[src/core/data_mem_pkg.sv]
/*
 data memory map constants: bank size, region boundaries, pointer and bank field layout.
 assumes a core data path that issues one byte access per cycle.
*/
package data_mem_pkg;
   localparam int unsigned DATA_W       = 8;
   localparam int unsigned ADDR_W       = 7;
   localparam int unsigned BANK_SEL_W   = 2;
   localparam logic [6:0]  BANK_LAST    = 7'h7F;
   localparam logic [6:0]  SFS_BASE     = 7'h00;
   localparam logic [6:0]  SFS_LAST     = 7'h3F;
   localparam logic [6:0]  GPS_BASE     = 7'h40;
   localparam int unsigned GPS_DEPTH    = 64;
   localparam int unsigned GPS_IDX_W    = 6;
   localparam int unsigned SFS_DEPTH    = 64;
   localparam logic [1:0]  BANK_ZERO    = 2'h0;
   localparam logic [7:0]  BYTE_ZERO    = 8'h00;
   localparam logic [5:0]  IDX_ZERO     = 6'h00;
   localparam logic [6:0]  ADDR_ZERO    = 7'h00;
   // bank select field position inside the status byte
   localparam int unsigned BANK_SEL_LSB = 5;
   // special locations implemented by this store, others are unmapped
   localparam logic [63:0] SFS_IMPL_MASK = 64'h0000_0000_0000_FFFF;
endpackage

[src/core/byte_store.sv]
/*
 static byte store with one write port and one combinational read port.
 assumes the owner decodes mapping and gives one access per cycle.
*/
`timescale 1ns/1ps
module byte_store #(
   parameter int unsigned DEPTH = 64,
   parameter int unsigned IDX_W = 6
) (
   input  wire logic             clock,
   input  wire logic             wr_en,
   input  wire logic [IDX_W-1:0] wr_idx,
   input  wire logic [7:0]       wr_data,
   input  wire logic [IDX_W-1:0] rd_idx,
   output logic      [7:0]       rd_data
);
   // no reset on the cells: static storage keeps content, reset clears nothing
   logic [7:0] cells [DEPTH];

   always_ff @(posedge clock) begin
      if (wr_en) begin
         cells[wr_idx] <= wr_data;
      end
   end

   assign rd_data = cells[rd_idx];
endmodule

[src/core/data_memory_bank_map.sv]
/*
 single-bank data memory map: special function storage low, general purpose storage high,
 direct or pointer-based addressing, bank select field held in a status byte.
 assumes the core presents one access per cycle; read data returns two cycles later.
*/
// Operation
// - one bank holds both the special function storage and the general purpose storage.
// - a two-bit bank select field in the status byte picks the bank, and only zero exists.
// - the bank spans addresses zero through 7Fh, 128 byte locations.
// - the lowest addresses belong to the special function storage.
// - general purpose storage sits above the special region and is static RAM.
// - general purpose storage holds sixty-four eight-bit entries.
// - each general purpose entry is reachable directly or through the indirect pointer register.
// - special function locations 00h through 0Fh are static RAM cells that keep their values; 10h through 3Fh are unmapped and read as zero.
`timescale 1ns/1ps
module data_memory_bank_map
   import data_mem_pkg::*;
(
   input  wire logic                           clock,
   input  wire logic                           rst_n,
   input  wire logic                           access_en,
   input  wire logic                           write_en,
   input  wire logic                           indirect,
   input  wire logic [data_mem_pkg::ADDR_W-1:0] direct_addr,
   input  wire logic [data_mem_pkg::DATA_W-1:0] write_data,
   input  wire logic                           ptr_load,
   input  wire logic [data_mem_pkg::DATA_W-1:0] ptr_data,
   input  wire logic                           status_load,
   input  wire logic [data_mem_pkg::DATA_W-1:0] status_data,
   output logic      [data_mem_pkg::DATA_W-1:0] read_data,
   output logic                                read_valid,
   output logic      [data_mem_pkg::DATA_W-1:0] indirect_pointer_register,
   output logic      [data_mem_pkg::BANK_SEL_W-1:0] bank_select_field
);
   import data_mem_pkg::*;

   logic [7:0] ptr_r, ptr_nxt;
   logic [1:0] bank_r, bank_nxt;
   logic [7:0] rdata_r, rdata_nxt;
   logic       rvalid_r, rvalid_nxt;
   logic       rd_sfs_r, rd_sfs_nxt;
   logic       rd_gps_r, rd_gps_nxt;
   logic [6:0] eff_addr;
   logic       bank_ok, in_sfs, in_gps, sfs_impl;
   logic       gps_we, sfs_we;
   logic [5:0] gps_idx, sfs_idx;
   logic [7:0] gps_rd, sfs_rd;

   always_comb begin
      // pointer's top bit lies beyond the 128-byte bank and is dropped
      eff_addr = indirect ? ptr_r[ADDR_W-1:0] : direct_addr;
      bank_ok  = (bank_r == BANK_ZERO);
      in_sfs   = (eff_addr <= SFS_LAST);
      in_gps   = (eff_addr >= GPS_BASE) && (eff_addr <= BANK_LAST);
      sfs_idx  = eff_addr[GPS_IDX_W-1:0];
      gps_idx  = GPS_IDX_W'(eff_addr - GPS_BASE);
      sfs_impl = SFS_IMPL_MASK[sfs_idx];
      sfs_we   = access_en && write_en && bank_ok && in_sfs && sfs_impl;
      gps_we   = access_en && write_en && bank_ok && in_gps;
   end

   always_comb begin
      ptr_nxt    = ptr_load ? ptr_data : ptr_r;
      bank_nxt   = status_load ? status_data[BANK_SEL_LSB +: BANK_SEL_W] : bank_r;
      rvalid_nxt = access_en && !write_en;
      rd_sfs_nxt = rvalid_nxt && bank_ok && in_sfs && sfs_impl;
      rd_gps_nxt = rvalid_nxt && bank_ok && in_gps;
   end

   always_ff @(posedge clock) begin
      if (!rst_n) begin
         ptr_r    <= BYTE_ZERO;
         bank_r   <= BANK_ZERO;
         rvalid_r <= 1'b0;
         rd_sfs_r <= 1'b0;
         rd_gps_r <= 1'b0;
      end else begin
         ptr_r    <= ptr_nxt;
         bank_r   <= bank_nxt;
         rvalid_r <= rvalid_nxt;
         rd_sfs_r <= rd_sfs_nxt;
         rd_gps_r <= rd_gps_nxt;
      end
   end

   // read index captured with the request so stores answer the next cycle
   logic [5:0] sfs_ridx_r, gps_ridx_r;
   always_ff @(posedge clock) begin
      if (!rst_n) begin
         sfs_ridx_r <= IDX_ZERO;
         gps_ridx_r <= IDX_ZERO;
      end else if (access_en) begin
         sfs_ridx_r <= sfs_idx;
         gps_ridx_r <= gps_idx;
      end
   end

   byte_store #(.DEPTH(SFS_DEPTH), .IDX_W(GPS_IDX_W)) sfs_store (
      .clock   (clock),
      .wr_en   (sfs_we),
      .wr_idx  (sfs_idx),
      .wr_data (write_data),
      .rd_idx  (sfs_ridx_r),
      .rd_data (sfs_rd)
   );

   byte_store #(.DEPTH(GPS_DEPTH), .IDX_W(GPS_IDX_W)) gps_store (
      .clock   (clock),
      .wr_en   (gps_we),
      .wr_idx  (gps_idx),
      .wr_data (write_data),
      .rd_idx  (gps_ridx_r),
      .rd_data (gps_rd)
   );

   // registered output mux keeps every top output straight from a flip-flop,
   // at the cost of a second cycle of read latency
   always_comb begin
      rdata_nxt = BYTE_ZERO;
      if (rd_sfs_r) begin
         rdata_nxt = sfs_rd;
      end else if (rd_gps_r) begin
         rdata_nxt = gps_rd;
      end
   end

   logic valid_out_r;
   always_ff @(posedge clock) begin
      if (!rst_n) begin
         rdata_r     <= BYTE_ZERO;
         valid_out_r <= 1'b0;
      end else begin
         rdata_r     <= rdata_nxt;
         valid_out_r <= rvalid_r;
      end
   end

   assign read_data                 = rdata_r;
   assign read_valid                = valid_out_r;
   assign indirect_pointer_register = ptr_r;
   assign bank_select_field         = bank_r;
endmodule

[config.mk]
export PLATFORM = sky130hd
export DESIGN_NAME = data_memory_bank_map
export DESIGN_NICKNAME = d
export VERILOG_FILES = /design/src/core/data_mem_pkg.sv /design/src/core/byte_store.sv /design/src/core/data_memory_bank_map.sv
export SDC_FILE = /design/constraint.sdc
export NUM_CORES = 1
export LEC_CHECK = 0
export ABC_AREA = 0
export BUFFER_PORTS_ARGS = -buffer_cell sky130_fd_sc_hd__clkbuf_2
export CAP_MARGIN = 20
export CORE_MARGIN = 1.5
export CORE_UTILIZATION = 39
export CTS_CLUSTER_SIZE = 25
export DETAILED_ROUTE_END_ITERATION = 10
export SETUP_SLACK_MARGIN = 0.15
export SYNTH_ARGS = -nofsm -noshare
export SYNTH_HDL_FRONTEND = slang
export SYNTH_SLANG_ARGS = --single-unit
[constraint.sdc]
create_clock -name clock -period 8.4 [get_ports clock]
set_clock_uncertainty 0.2 [all_clocks]
set_input_delay 0.42 -clock clock [delete_from_list [all_inputs] [get_ports clock]]
set_output_delay 0.42 -clock clock [all_outputs]
set_load 0.02 [all_outputs]
==> run summary, run 1 <==
CP max FO = 103
Setup Slack @ Placement = 4.09 ns
Largest net degree at the start of global routing = 129
Syn-to-layout area delta = 16.5%
Peak VDD IR = 0.163 mV
DRT iter0 DRCs = 2,216
Fin. max-slew vios = 0
# Post-CTS Setup Buffers = 0
Final period demand of the worst path = 3.81 ns
Ys Warns = 0
Synthesis-stage register bit count = 1,058
Filler instances = 8,819
Main synth FF type = edfxtp_1
Post-CTS sizing = 0
Skew-Pair Late Insertion Delay = 0.68 ns
I/O Pins = 57
Sequential fraction of the synthesis area = 77.0%
Total power = 11,300 µW
Worst Path Arrival = 4.21 ns
Fraction of layout cells with a size suffix above 1 = 18.9%
Max Cap Violations = 0
Worst setup SP type = register
Antenna-violating nets left = 0
Fin nets = 2,442
DR WL/cell = 23.3 µm
Hold_ws = 0.00181 ns
Slew margin rel. = 27.4%
Worst Setup End Kind = register
Via count = 19,800
Die H = 326 µm
Clock root cell = clkbuf_16
Outcome = complete, no violations
Core area = 0.104 mm²
Post-Synth Adder-Cell Area = 0%
FP Rows = 118
Worst endpoint required time = 8.80 ns
Pre-antenna DRT Iters = 7
Mapped cell area = 0.0408 mm²
Multi-input gate area = 0.0102 mm²
Syn Area/Cell = 21.4 µm²
Fin Setup TNS = 0 ns
Clock transition at the registers of the reported paths = 0.06 ns
Die area = 0.107 mm²
Mux cell area share after synthesis = 16.1%
Leak Pwr = 0.0156 µW
RePlAce Congestion = 0.804
Worst-case clock buffer depth = 3
Initial cell density of the core = 39.4%
H-tree Lvls = 3
CTS Buf Count = 107
Hold Crit Depth = 4
Hold crit path type = in2reg
Vias per Instance = 5.12
R2R Setup Slk = 4.59 ns
F_max = 262 MHz
Post-route clock period utilization = 45.4%
Pwr/cell area = 238 mW/mm²
CTS tree = done
R2R depth = 7
Initial antenna violation count = 5
Grt ovf = 0
Synth unique cells = 46
DRT Wirelength = 90,400 µm
Simple-Gate Fraction of Synth Area = 2.75%
Vias in the first global route = 20,400
RSZ-0062 raised after global routing = no
Clk sink count = 1,058
Final HPWL DP = 53,800 µm
Largest family of logic cells by synthesized area = multiplexers
R2r endpoint = read_data[0]
Yosys top cell by area = edfxtp_1
Top-area cell type share of the netlist area = 75.4%
Hold_sp = direct_addr[6]
Setup Viol. Count Final = 0
XOR/XNOR share of the synthesized area = 0%
Total track usage = 17.0%
Most numerous cell in the Yosys netlist = edfxtp_1
DRC viols = 0
Final Util = 45.9%
WHS Endpoint = rd_gps_r
Final worst slack = 4.59 ns
Synth cell count leaders = edfxtp_1, mux4_2, mux2i_1
Compound-cell area share of the yosys netlist = 2.57%
Die X = 326 µm
Register area = 0.0314 mm²
Port Buf Inserts = 50
Final hold violation count = 0
EDFF count, synth = 1,024
Ranking of synthesized cells by area = edfxtp_1, mux4_2, mux2i_1
First-pass GRT wire length = 133,000 µm
Syn Inst Count = 1,911
Async SR Flop Fraction = 0%
Crit Path Class = reg2reg
Slew @ Worst Pin = 1.09 ns
==> cells in the final DEF (no fill, tap or decap), drive strengths merged, types with 2 or more instances in the layout <==
master       instances
a2111oi              6
a211o                3
a211oi               5
a21oi               19
a221oi              13
a22oi               43
a31oi                5
a41oi                2
and2                 4
buf                 40
bufinv               8
clkbuf             184
clkinv              39
conb               384
dfxtp               34
diode                2
dlygate4sd3         19
edfxtp            1024
inv                  8
mux2                12
mux2i              105
mux4               238
nand2               61
nand2b               8
nand3               29
nand3b               3
nand4                4
nor2                99
nor2b               19
nor3                10
o211a                6
o211ai               6
o21ai               10
o221ai               5
o22ai               16
o31ai                2
or3                  9
==> sequential cells by signal, summed over array words and instances, names as in the netlist, named ones only <==
signal / count
rd_gps_r: 1
bank_select_field: 2
gps_store.cells: 512
indirect_pointer_register: 8
rvalid_r: 1
rd_sfs_r: 1
read_valid: 1
read_data: 8
sfs_store.cells: 512
gps_ridx_r: 6
==> critical path: stages, from the launching register on <==
cell and delay, ns:
dfxtp_4 0.81, buf_12 0.42, mux4_2 0.37, mux4_2 0.28, nor2_1 0.06, a2111oi_1 0.87, a31oi_1 0.22, o211ai_1 0.16
==> kinds of logic after synthesis <==
kind of cell           count (synthesis)
AOI/OAI and AO/OA                    145
buffers and inverters                102
and+or+nand+nor                      250
muxes                                355
DFF                                 1058
other                                  1
==> stage by stage <==
step	cells	cell area (µm²)
2_1_floorplan	2294	42200
3_3_place_gp	3653	43900
3_5_place_dp	3653	43900
4_1_cts	3867	47500
5_1_grt	3871	47500
6_report	3873	47500
==> report_power, final <==
| group | internal [µW] | switching, µW | total [µW] |
|---|---|---|---|
| clock network | 2650 | 1920 | 4570 |
| registers | 5970 | 56.0 | 6020 |
| logic | 275 | 417 | 692 |
| total | 8890 | 2390 | 11300 |
==> per-layer routing <==
metal	vias to the layer above	global-route usage [%]	part of all wire, %
met2	679	26.4	47
met4	2	5.65	2.9
li1	8614	-	-
met1	10400	24.1	42
met3	187	3.63	7.8
met5	-	0	0.014
==> cell type report <==
cell class,count,share of cell area [%]
multi-input combinational,1134,21.5
clock buffer,142,6.08
sequential,1058,66.2
tap,1380,3.63
timing repair buffer,101,1.65
clock inverter,54,0.987
inverter,2,0.0158
antenna,2,0.0105
==> how the worst max path moves through the flow <==
stage               slack [ns]                     end  cells past startpoint
detailed placement        4.09  gps_store.cells[26][2]                      5
CTS                       4.58            read_data[0]                      7
finish                    4.59            read_data[0]                      7
global placement          4.18  gps_store.cells[40][6]                      5
floorplan                 5.42   gps_store.cells[1][0]                      6
global route              4.46            read_data[0]                      7
==> timing repair <==
action	CTS	global route
hold buffers	18	1
endpoints found under the setup margin	0	0
hold endpoints to repair	120	30
(Power assumes the default switching activity.)
==> run 2, diff against run 1 <==
--- a/config.mk
+++ b/config.mk
@@ -5,7 +5,7 @@
 export SDC_FILE = /design/constraint.sdc
 export NUM_CORES = 1
 export LEC_CHECK = 0
-export ABC_AREA = 0
+export ABC_AREA = 1
 export BUFFER_PORTS_ARGS = -buffer_cell sky130_fd_sc_hd__clkbuf_2
 export CAP_MARGIN = 20
 export CORE_MARGIN = 1.5
==> constraint.sdc (replaced) <==
create_clock -name clock -period 3.2 [get_ports clock]
set_clock_uncertainty 0.2 [all_clocks]
set_input_delay 0.16 -clock clock [delete_from_list [all_inputs] [get_ports clock]]
set_output_delay 0.16 -clock clock [all_outputs]
set_load 0.02 [all_outputs]
==> run summary, run 2 <==
Largest net degree at the start of global routing = 157 (+22%)
Setup Viol. Count Final = 0 (unchanged)
Fin. max-slew vios = 0 (unchanged)
H-tree Lvls = 3 (unchanged)
Clk sink count = 1,058 (unchanged)
Async SR Flop Fraction = 0% (unchanged)
First-pass GRT wire length = 155,000 µm (+17%)
Main synth FF type = edfxtp_1
Post-route clock period utilization = 93.3%
CP max FO = 18 (-83%)
Final hold violation count = 0 (unchanged)
Initial antenna violation count = 0 (-5)
Synthesis-stage register bit count = 1,058 (unchanged)
Commonest non-fill, non-tap cells in the layout = nand2_1, edfxtp_1, nand3_1, conb_1, clkbuf_16
Ranking of synthesized cells by area = edfxtp_1, nand2_1, nand3_1
Peak VDD IR = 0.421 mV (+160%)
Total track usage = 18.0% (+0.93 points)
Syn Area/Cell = 11.7 µm² (-45%)
F_max = 335 MHz
Die H = 335 µm (+2.8%)
Core area = 0.109 mm² (+5.5%)
Synth cell count leaders = nand2_1, edfxtp_1, nand3_1
Via count = 28,100 (+42%)
Worst path most repeated cell = dlygate4sd3_1
Yosys top cell by area = edfxtp_1
Most numerous cell in the Yosys netlist = nand2_1
Worst Path Arrival = 3.41 ns (-0.80 ns)
XOR/XNOR share of the synthesized area = 0% (unchanged)
DRC viols = 0 (unchanged)
Fraction of layout cells with a size suffix above 1 = 8.34% (-11 points)
CP max-delay cell = dlygate4sd3_1
Worst Setup End Kind = register
Mapped cell area = 0.0431 mm² (+5.7%)
Initial cell density of the core = 39.4% (+0.071 points)
Pwr/cell area = 596 mW/mm² (+150%)
Sw power = 7020 µW (+190%)
CTS Buf Count = 107 (unchanged)
Ys Warns = 0 (unchanged)
Worst-case clock buffer depth = 3 (unchanged)
Reg power frac = 52.4% (-1.0 points)
Worst endpoint required time = 3.62 ns (-5.18 ns)
Setup Slack @ Placement = 0.351 ns (-3.74 ns)
Slew @ Worst Pin = 1.06 ns (-0.0298 ns)
Clock root cell = clkbuf_16
Final period demand of the worst path = 2.99 ns
Grt met3 use = 2.76% (-0.87 points)
CP cell instances = dlygate4sd3_1, clkbuf_2, clkinvlp_4, nor3b_1, dlygate4sd3_1, nand2_1, nor2_1, dlygate4sd3_1
Outcome = complete, no violations
Fin Setup TNS = 0 ns (unchanged)
EDFF count, synth = 1,024 (unchanged)
GRT Max-Usage Layer = met2
RSZ-0062 raised after global routing = no
Die area = 0.113 mm² (+5.6%)
Final Util = 46.2% (+0.38 points)
Met1 Use GR = 24.9% (+0.78 points)
DRT iter0 DRCs = 2,329 (+5.1%)
Vias in the first global route = 26,800 (+31%)
Skew-Pair Late Insertion Delay = 0.68 ns (about the same)
Vias per Instance = 4.87 (-5.0%)
Largest family of logic cells by synthesized area = simple AND/OR/NAND/NOR gates
Die X = 335 µm (+2.8%)
FP Rows = 121 (+2.5%)
RePlAce Congestion = 0.847 (+5.4%)
Final HPWL DP = 56,300 µm (+4.7%)
Leak Pwr = 0.0192 µW (+24%)
Largest registers = gps_store.cells x512, sfs_store.cells x512
Simple-Gate Fraction of Synth Area = 23.2% (+20 points)
Syn-to-layout area delta = 17.2%
GR Layer Usage met2 = 28.8% (+2.4 points)
Slew margin rel. = 29.1% (+1.6 points)
Clock transition at the registers of the reported paths = 0.06 ns (about the same)
CTS tree = done
Compound-cell area share of the yosys netlist = 0.334% (-2.2 points)
Int Pwr = 23,100 µW (+160%)
DR WL/cell = 17.6 µm (-25%)
Hold crit path type = in2reg
Pre-antenna DRT Iters = 8 (+1)
CP peak stage delay = 0.69 ns (-0.18 ns)
Post-Synth Adder-Cell Area = 0% (unchanged)
Syn Inst Count = 3,699 (+94%)
Antenna-violating nets left = 0 (unchanged)
Top-area cell type share of the netlist area = 71.3% (-4.0 points)
Grt ovf = 0 (unchanged)
Port Buf Inserts = 50 (unchanged)
Sequential fraction of the synthesis area = 72.9% (-4.1 points)
Sw frac = 23.3% (+2.1 points)
Mux cell area share after synthesis = 0% (-16 points)
I/O Pins = 57 (unchanged)
Logic pwr share = 8.1% (+2.0 points)
Clk pwr share = 39.5% (-1.0 points)
Fin nets = 4,242 (+74%)
Worst setup SP type = input pin
Commonest non-fill, non-tap cell in the layout = nand2_1
Final worst slack = 0.214 ns (-4.38 ns)
# Post-CTS Setup Buffers = 0 (unchanged)
Synth unique cells = 26 (-43%)
Max Cap Violations = 0 (unchanged)
# diodes = 0 (-2)
DRT Wirelength = 101,000 µm (+12%)
Crit Path Class = in2reg
run 2: changes by cell type in the layout (fill, tap and decap cells not counted), sizes merged, moves of 43 or more:
cell   before   now
nand2      61  1359
nand3      29   871
mux4      238     0
buf        40   145
mux2i     105     0
a22oi      43     0
run 2: final timing paths:
kind	start	endpoint	slack [ns]	depth (start not counted)
worst max-delay path	rst_n	rd_gps_r	0.21	8
worst min-delay path	status_load	bank_select_field[1]	0.11	4
worst max register to register	indirect_pointer_register[0]	gps_store.cells[57][7]	0.50	6
worst min register to register	gps_ridx_r[4]	register	0.29	2
run 2: critical path, delay by kind of cell:
family | cells | cell delay, ns
buffers and inverters | 5 | 2.62
AND/OR/NAND/NOR | 3 | 0.61
run 2: through the flow:
step / cells / power, µW / hold slack (ns) / area [µm²]
6_report: 5768 / 30100 / 0.108 / 50500
5_1_grt: 5768 / 31200 / 0.163 / 50500
2_1_floorplan: 4082 / 17600 / 0.0487 / 44500
3_5_place_dp: 5505 / 18500 / 0.191 / 46600
3_3_place_gp: 5500 / 18400 / 0.182 / 46600
4_1_cts: 5752 / 30400 / 0.0489 / 50400
run 2: cell type report:
cell class	instances	area (µm²)
clock inverter	65	517
sequential	1058	31400
timing repair buffer	246	2210
multi-input combinational	2757	11600
tap	1476	1850
inverter	34	160
clock buffer	132	2790
fill	10000	58800
run 2: power groups by stage:
stage	logic (µW)	registers [µW]	clock network (µW)
detailed placement	2390	16100	0
finish	2440	15800	11900
global placement	2360	16100	0
global route	2750	15800	12600
floorplan	1540	16000	0
CTS	2450	15800	12100
run 2: cells by family (layout without fill, tap and decap cells):
group / Yosys count / after routing
and+or+nand+nor: 2348 / 2348
DFF: 1058 / 1058
buffers and inverters: 267 / 477
AOI/OAI and AO/OA: 25 / 25
other: 1 / 384
run 2: repair_timing:
action | CTS | global route
hold buffers | 50 | 0
gates resized for setup | 0 | 1
endpoints found under the hold margin | 534 | 0
endpoints found under the setup margin | 0 | 1
run 2: layer usage:
metal  routed length, µm  share of wire (%)
met1               45300                 45
met2               47000                 46
met3                6260                6.2
met4                2840                2.8
met5                   0                  0
==> run 3, diff against run 2 <==
==> constraint.sdc (replaced) <==
create_clock -name clock -period 3.2 [get_ports clock]
set_clock_uncertainty 0.2 [all_clocks]
set_input_delay 0.96 -clock clock [delete_from_list [all_inputs] [get_ports clock]]
set_output_delay 0.96 -clock clock [all_outputs]
set_load 0.02 [all_outputs]
==> run summary, run 3 (synthesized netlist as in run 2, its figures left out) <==
Largest registers = gps_store.cells x512, sfs_store.cells x512
DRT iter0 DRCs = 2,508 (+7.7%)
Peak VDD IR = 0.486 mV (+16%)
Leak Pwr = 0.0192 µW (-0.20%)
Worst Path Arrival = 3.24 ns (-0.17 ns)
Clock transition at the registers of the reported paths = 0.06 ns (about the same)
Worst path most repeated cell = nand2_1
DRC viols = 0 (unchanged)
Die X = 335 µm (unchanged)
Pre-antenna DRT Iters = 6 (-2)
Fin Setup TNS = 0 ns (unchanged)
Largest net degree at the start of global routing = 129 (-18%)
Total track usage = 18.1% (+0.17 points)
Clk sink count = 1,058 (unchanged)
FP Rows = 121 (unchanged)
Fraction of layout cells with a size suffix above 1 = 9.16% (+0.82 points)
Vias in the first global route = 27,000 (+0.50%)
Filler instances = 10,100 (+0.81%)
Hold Crit Depth = 2 (-2)
Final hold violation count = 0 (unchanged)
Die H = 335 µm (unchanged)
Fin. max-slew vios = 0 (unchanged)
Hold crit path type = in2reg
Max Cap Violations = 0 (unchanged)
# Post-CTS Setup Buffers = 0 (unchanged)
Core area = 0.109 mm² (unchanged)
CP max-delay cell = dfxtp_4
Initial antenna violation count = 0 (unchanged)
Worst Setup End Kind = register
F_max = 347 MHz (+3.5%)
Slew margin rel. = 36.9% (+7.8 points)
H-tree Lvls = 3 (unchanged)
Final Util = 46.1% (-0.10 points)
R2R Setup Slk = 0.31 ns (-0.19 ns)
Initial cell density of the core = 39.4% (unchanged)
Final period demand of the worst path = 2.89 ns (-0.101 ns)
CP top delay family = simple AND/OR/NAND/NOR gates
Post-route clock period utilization = 90.2% (-3.2 points)
First-pass GRT wire length = 157,000 µm (+0.97%)
Commonest non-fill, non-tap cell in the layout = nand2_1
Die area = 0.113 mm² (unchanged)
R2r endpoint = read_data[0]
Commonest non-fill, non-tap cells in the layout = nand2_1, edfxtp_1, nand3_1, conb_1, buf_4
Skew-Pair Late Insertion Delay = 0.67 ns (about the same)
CTS tree = done
R2R depth = 12 (+6)
DRT Wirelength = 102,000 µm (+0.56%)
DR WL/cell = 17.7 µm (+0.94%)
Fin nets = 4,226 (-0.38%)
Antenna-violating nets left = 0 (unchanged)
# diodes = 0 (unchanged)
RSZ-0062 raised after global routing = no
Crit Path Class = reg2reg
Syn-to-layout area delta = 17.0%
Worst setup SP type = register
CP cell instances = buf_12, buf_4, nand2_1, nand3_1, nand3_1, nand2_1, nand2_1, nand3_1, nand3_1, nand2_1, nand2_1, a21oi_1
Post-CTS sizing = 0 (unchanged)
Setup Slack @ Placement = 0.0663 ns (-0.285 ns)
Cts hold-fix bufs = 0 (-100%)
CP max FO = 95 (+77)
CP peak stage delay = 0.59 ns (-0.10 ns)
Worst endpoint required time = 3.56 ns (-0.06 ns)
Worst-case clock buffer depth = 3 (unchanged)
Port Buf Inserts = 50 (unchanged)
Slew @ Worst Pin = 0.946 ns (-0.110 ns)
Grt ovf = 0 (unchanged)
I/O Pins = 57 (unchanged)
RePlAce Congestion = 0.818 (-3.5%)
Pwr/cell area = 597 mW/mm² (+0.23%)
Via count = 28,100 (-0.068%)
WHS Endpoint = rvalid_r
Outcome = complete, no violations
Buf+Inv Stages, Crit Path = 2 (-3)
Clock root cell = clkbuf_16
Hold_sp = write_en
Final HPWL DP = 59,100 µm (+5.0%)
Vias per Instance = 4.88 (+0.31%)
Final worst slack = 0.314 ns (+0.101 ns)
CTS Buf Count = 108 (+0.93%)
Setup Viol. Count Final = 0 (unchanged)
WP depth = 12 (+4)
[run 3: through the flow]
stage	power [µW]	hold slack [ns]	instance area [µm²]	instances
CTS	30400	0.235	50400	5746
detailed placement	18500	0.257	47100	5554
floorplan	17600	0.190	44500	4082
finish	30100	0.277	50400	5746
global placement	18500	0.252	47100	5554
global route	31300	0.258	50400	5746
[run 3: area by class of cell]
class / count / area (µm²) / area share, %
Tap cell: 1476 / 1850 / 3.66
Clock buffer: 151 / 3030 / 6.00
Timing Repair Buffer: 229 / 2080 / 4.12
Multi-Input combinational cell: 2757 / 11600 / 22.9
Clock inverter: 41 / 309 / 0.613
Sequential cell: 1058 / 31400 / 62.4
Inverter: 34 / 156 / 0.310
[run 3: metal layers]
layer	share of wire (%)	global-route usage, %	routed length, µm	up-vias
met3	6.7	2.99	6880	157
met4	2.4	5.62	2460	0
li1	-	-	-	13500
met5	0	0	0	-
met1	44	25.3	45000	13500
met2	47	29.0	47600	869
[run 3: power by group]
part	switching [µW]	internal, µW	total (µW)
clock network	5080	6790	11900
registers	124	15700	15800
logic	1780	691	2470
total	6980	23100	30100
[run 3: how the worst max path moves through the flow]
| stage | slack, ns | end | from |
|---|---|---|---|
| floorplan | 0.22 | gps_store.cells[32][0] | indirect |
| detailed placement | 0.07 | gps_store.cells[33][7] | indirect |
| global placement | 0.11 | gps_store.cells[33][7] | indirect |
| finish | 0.31 | read_data[0] | register |
| global route | 0.21 | read_data[0] | register |
| CTS | 0.42 | read_data[7] | register |
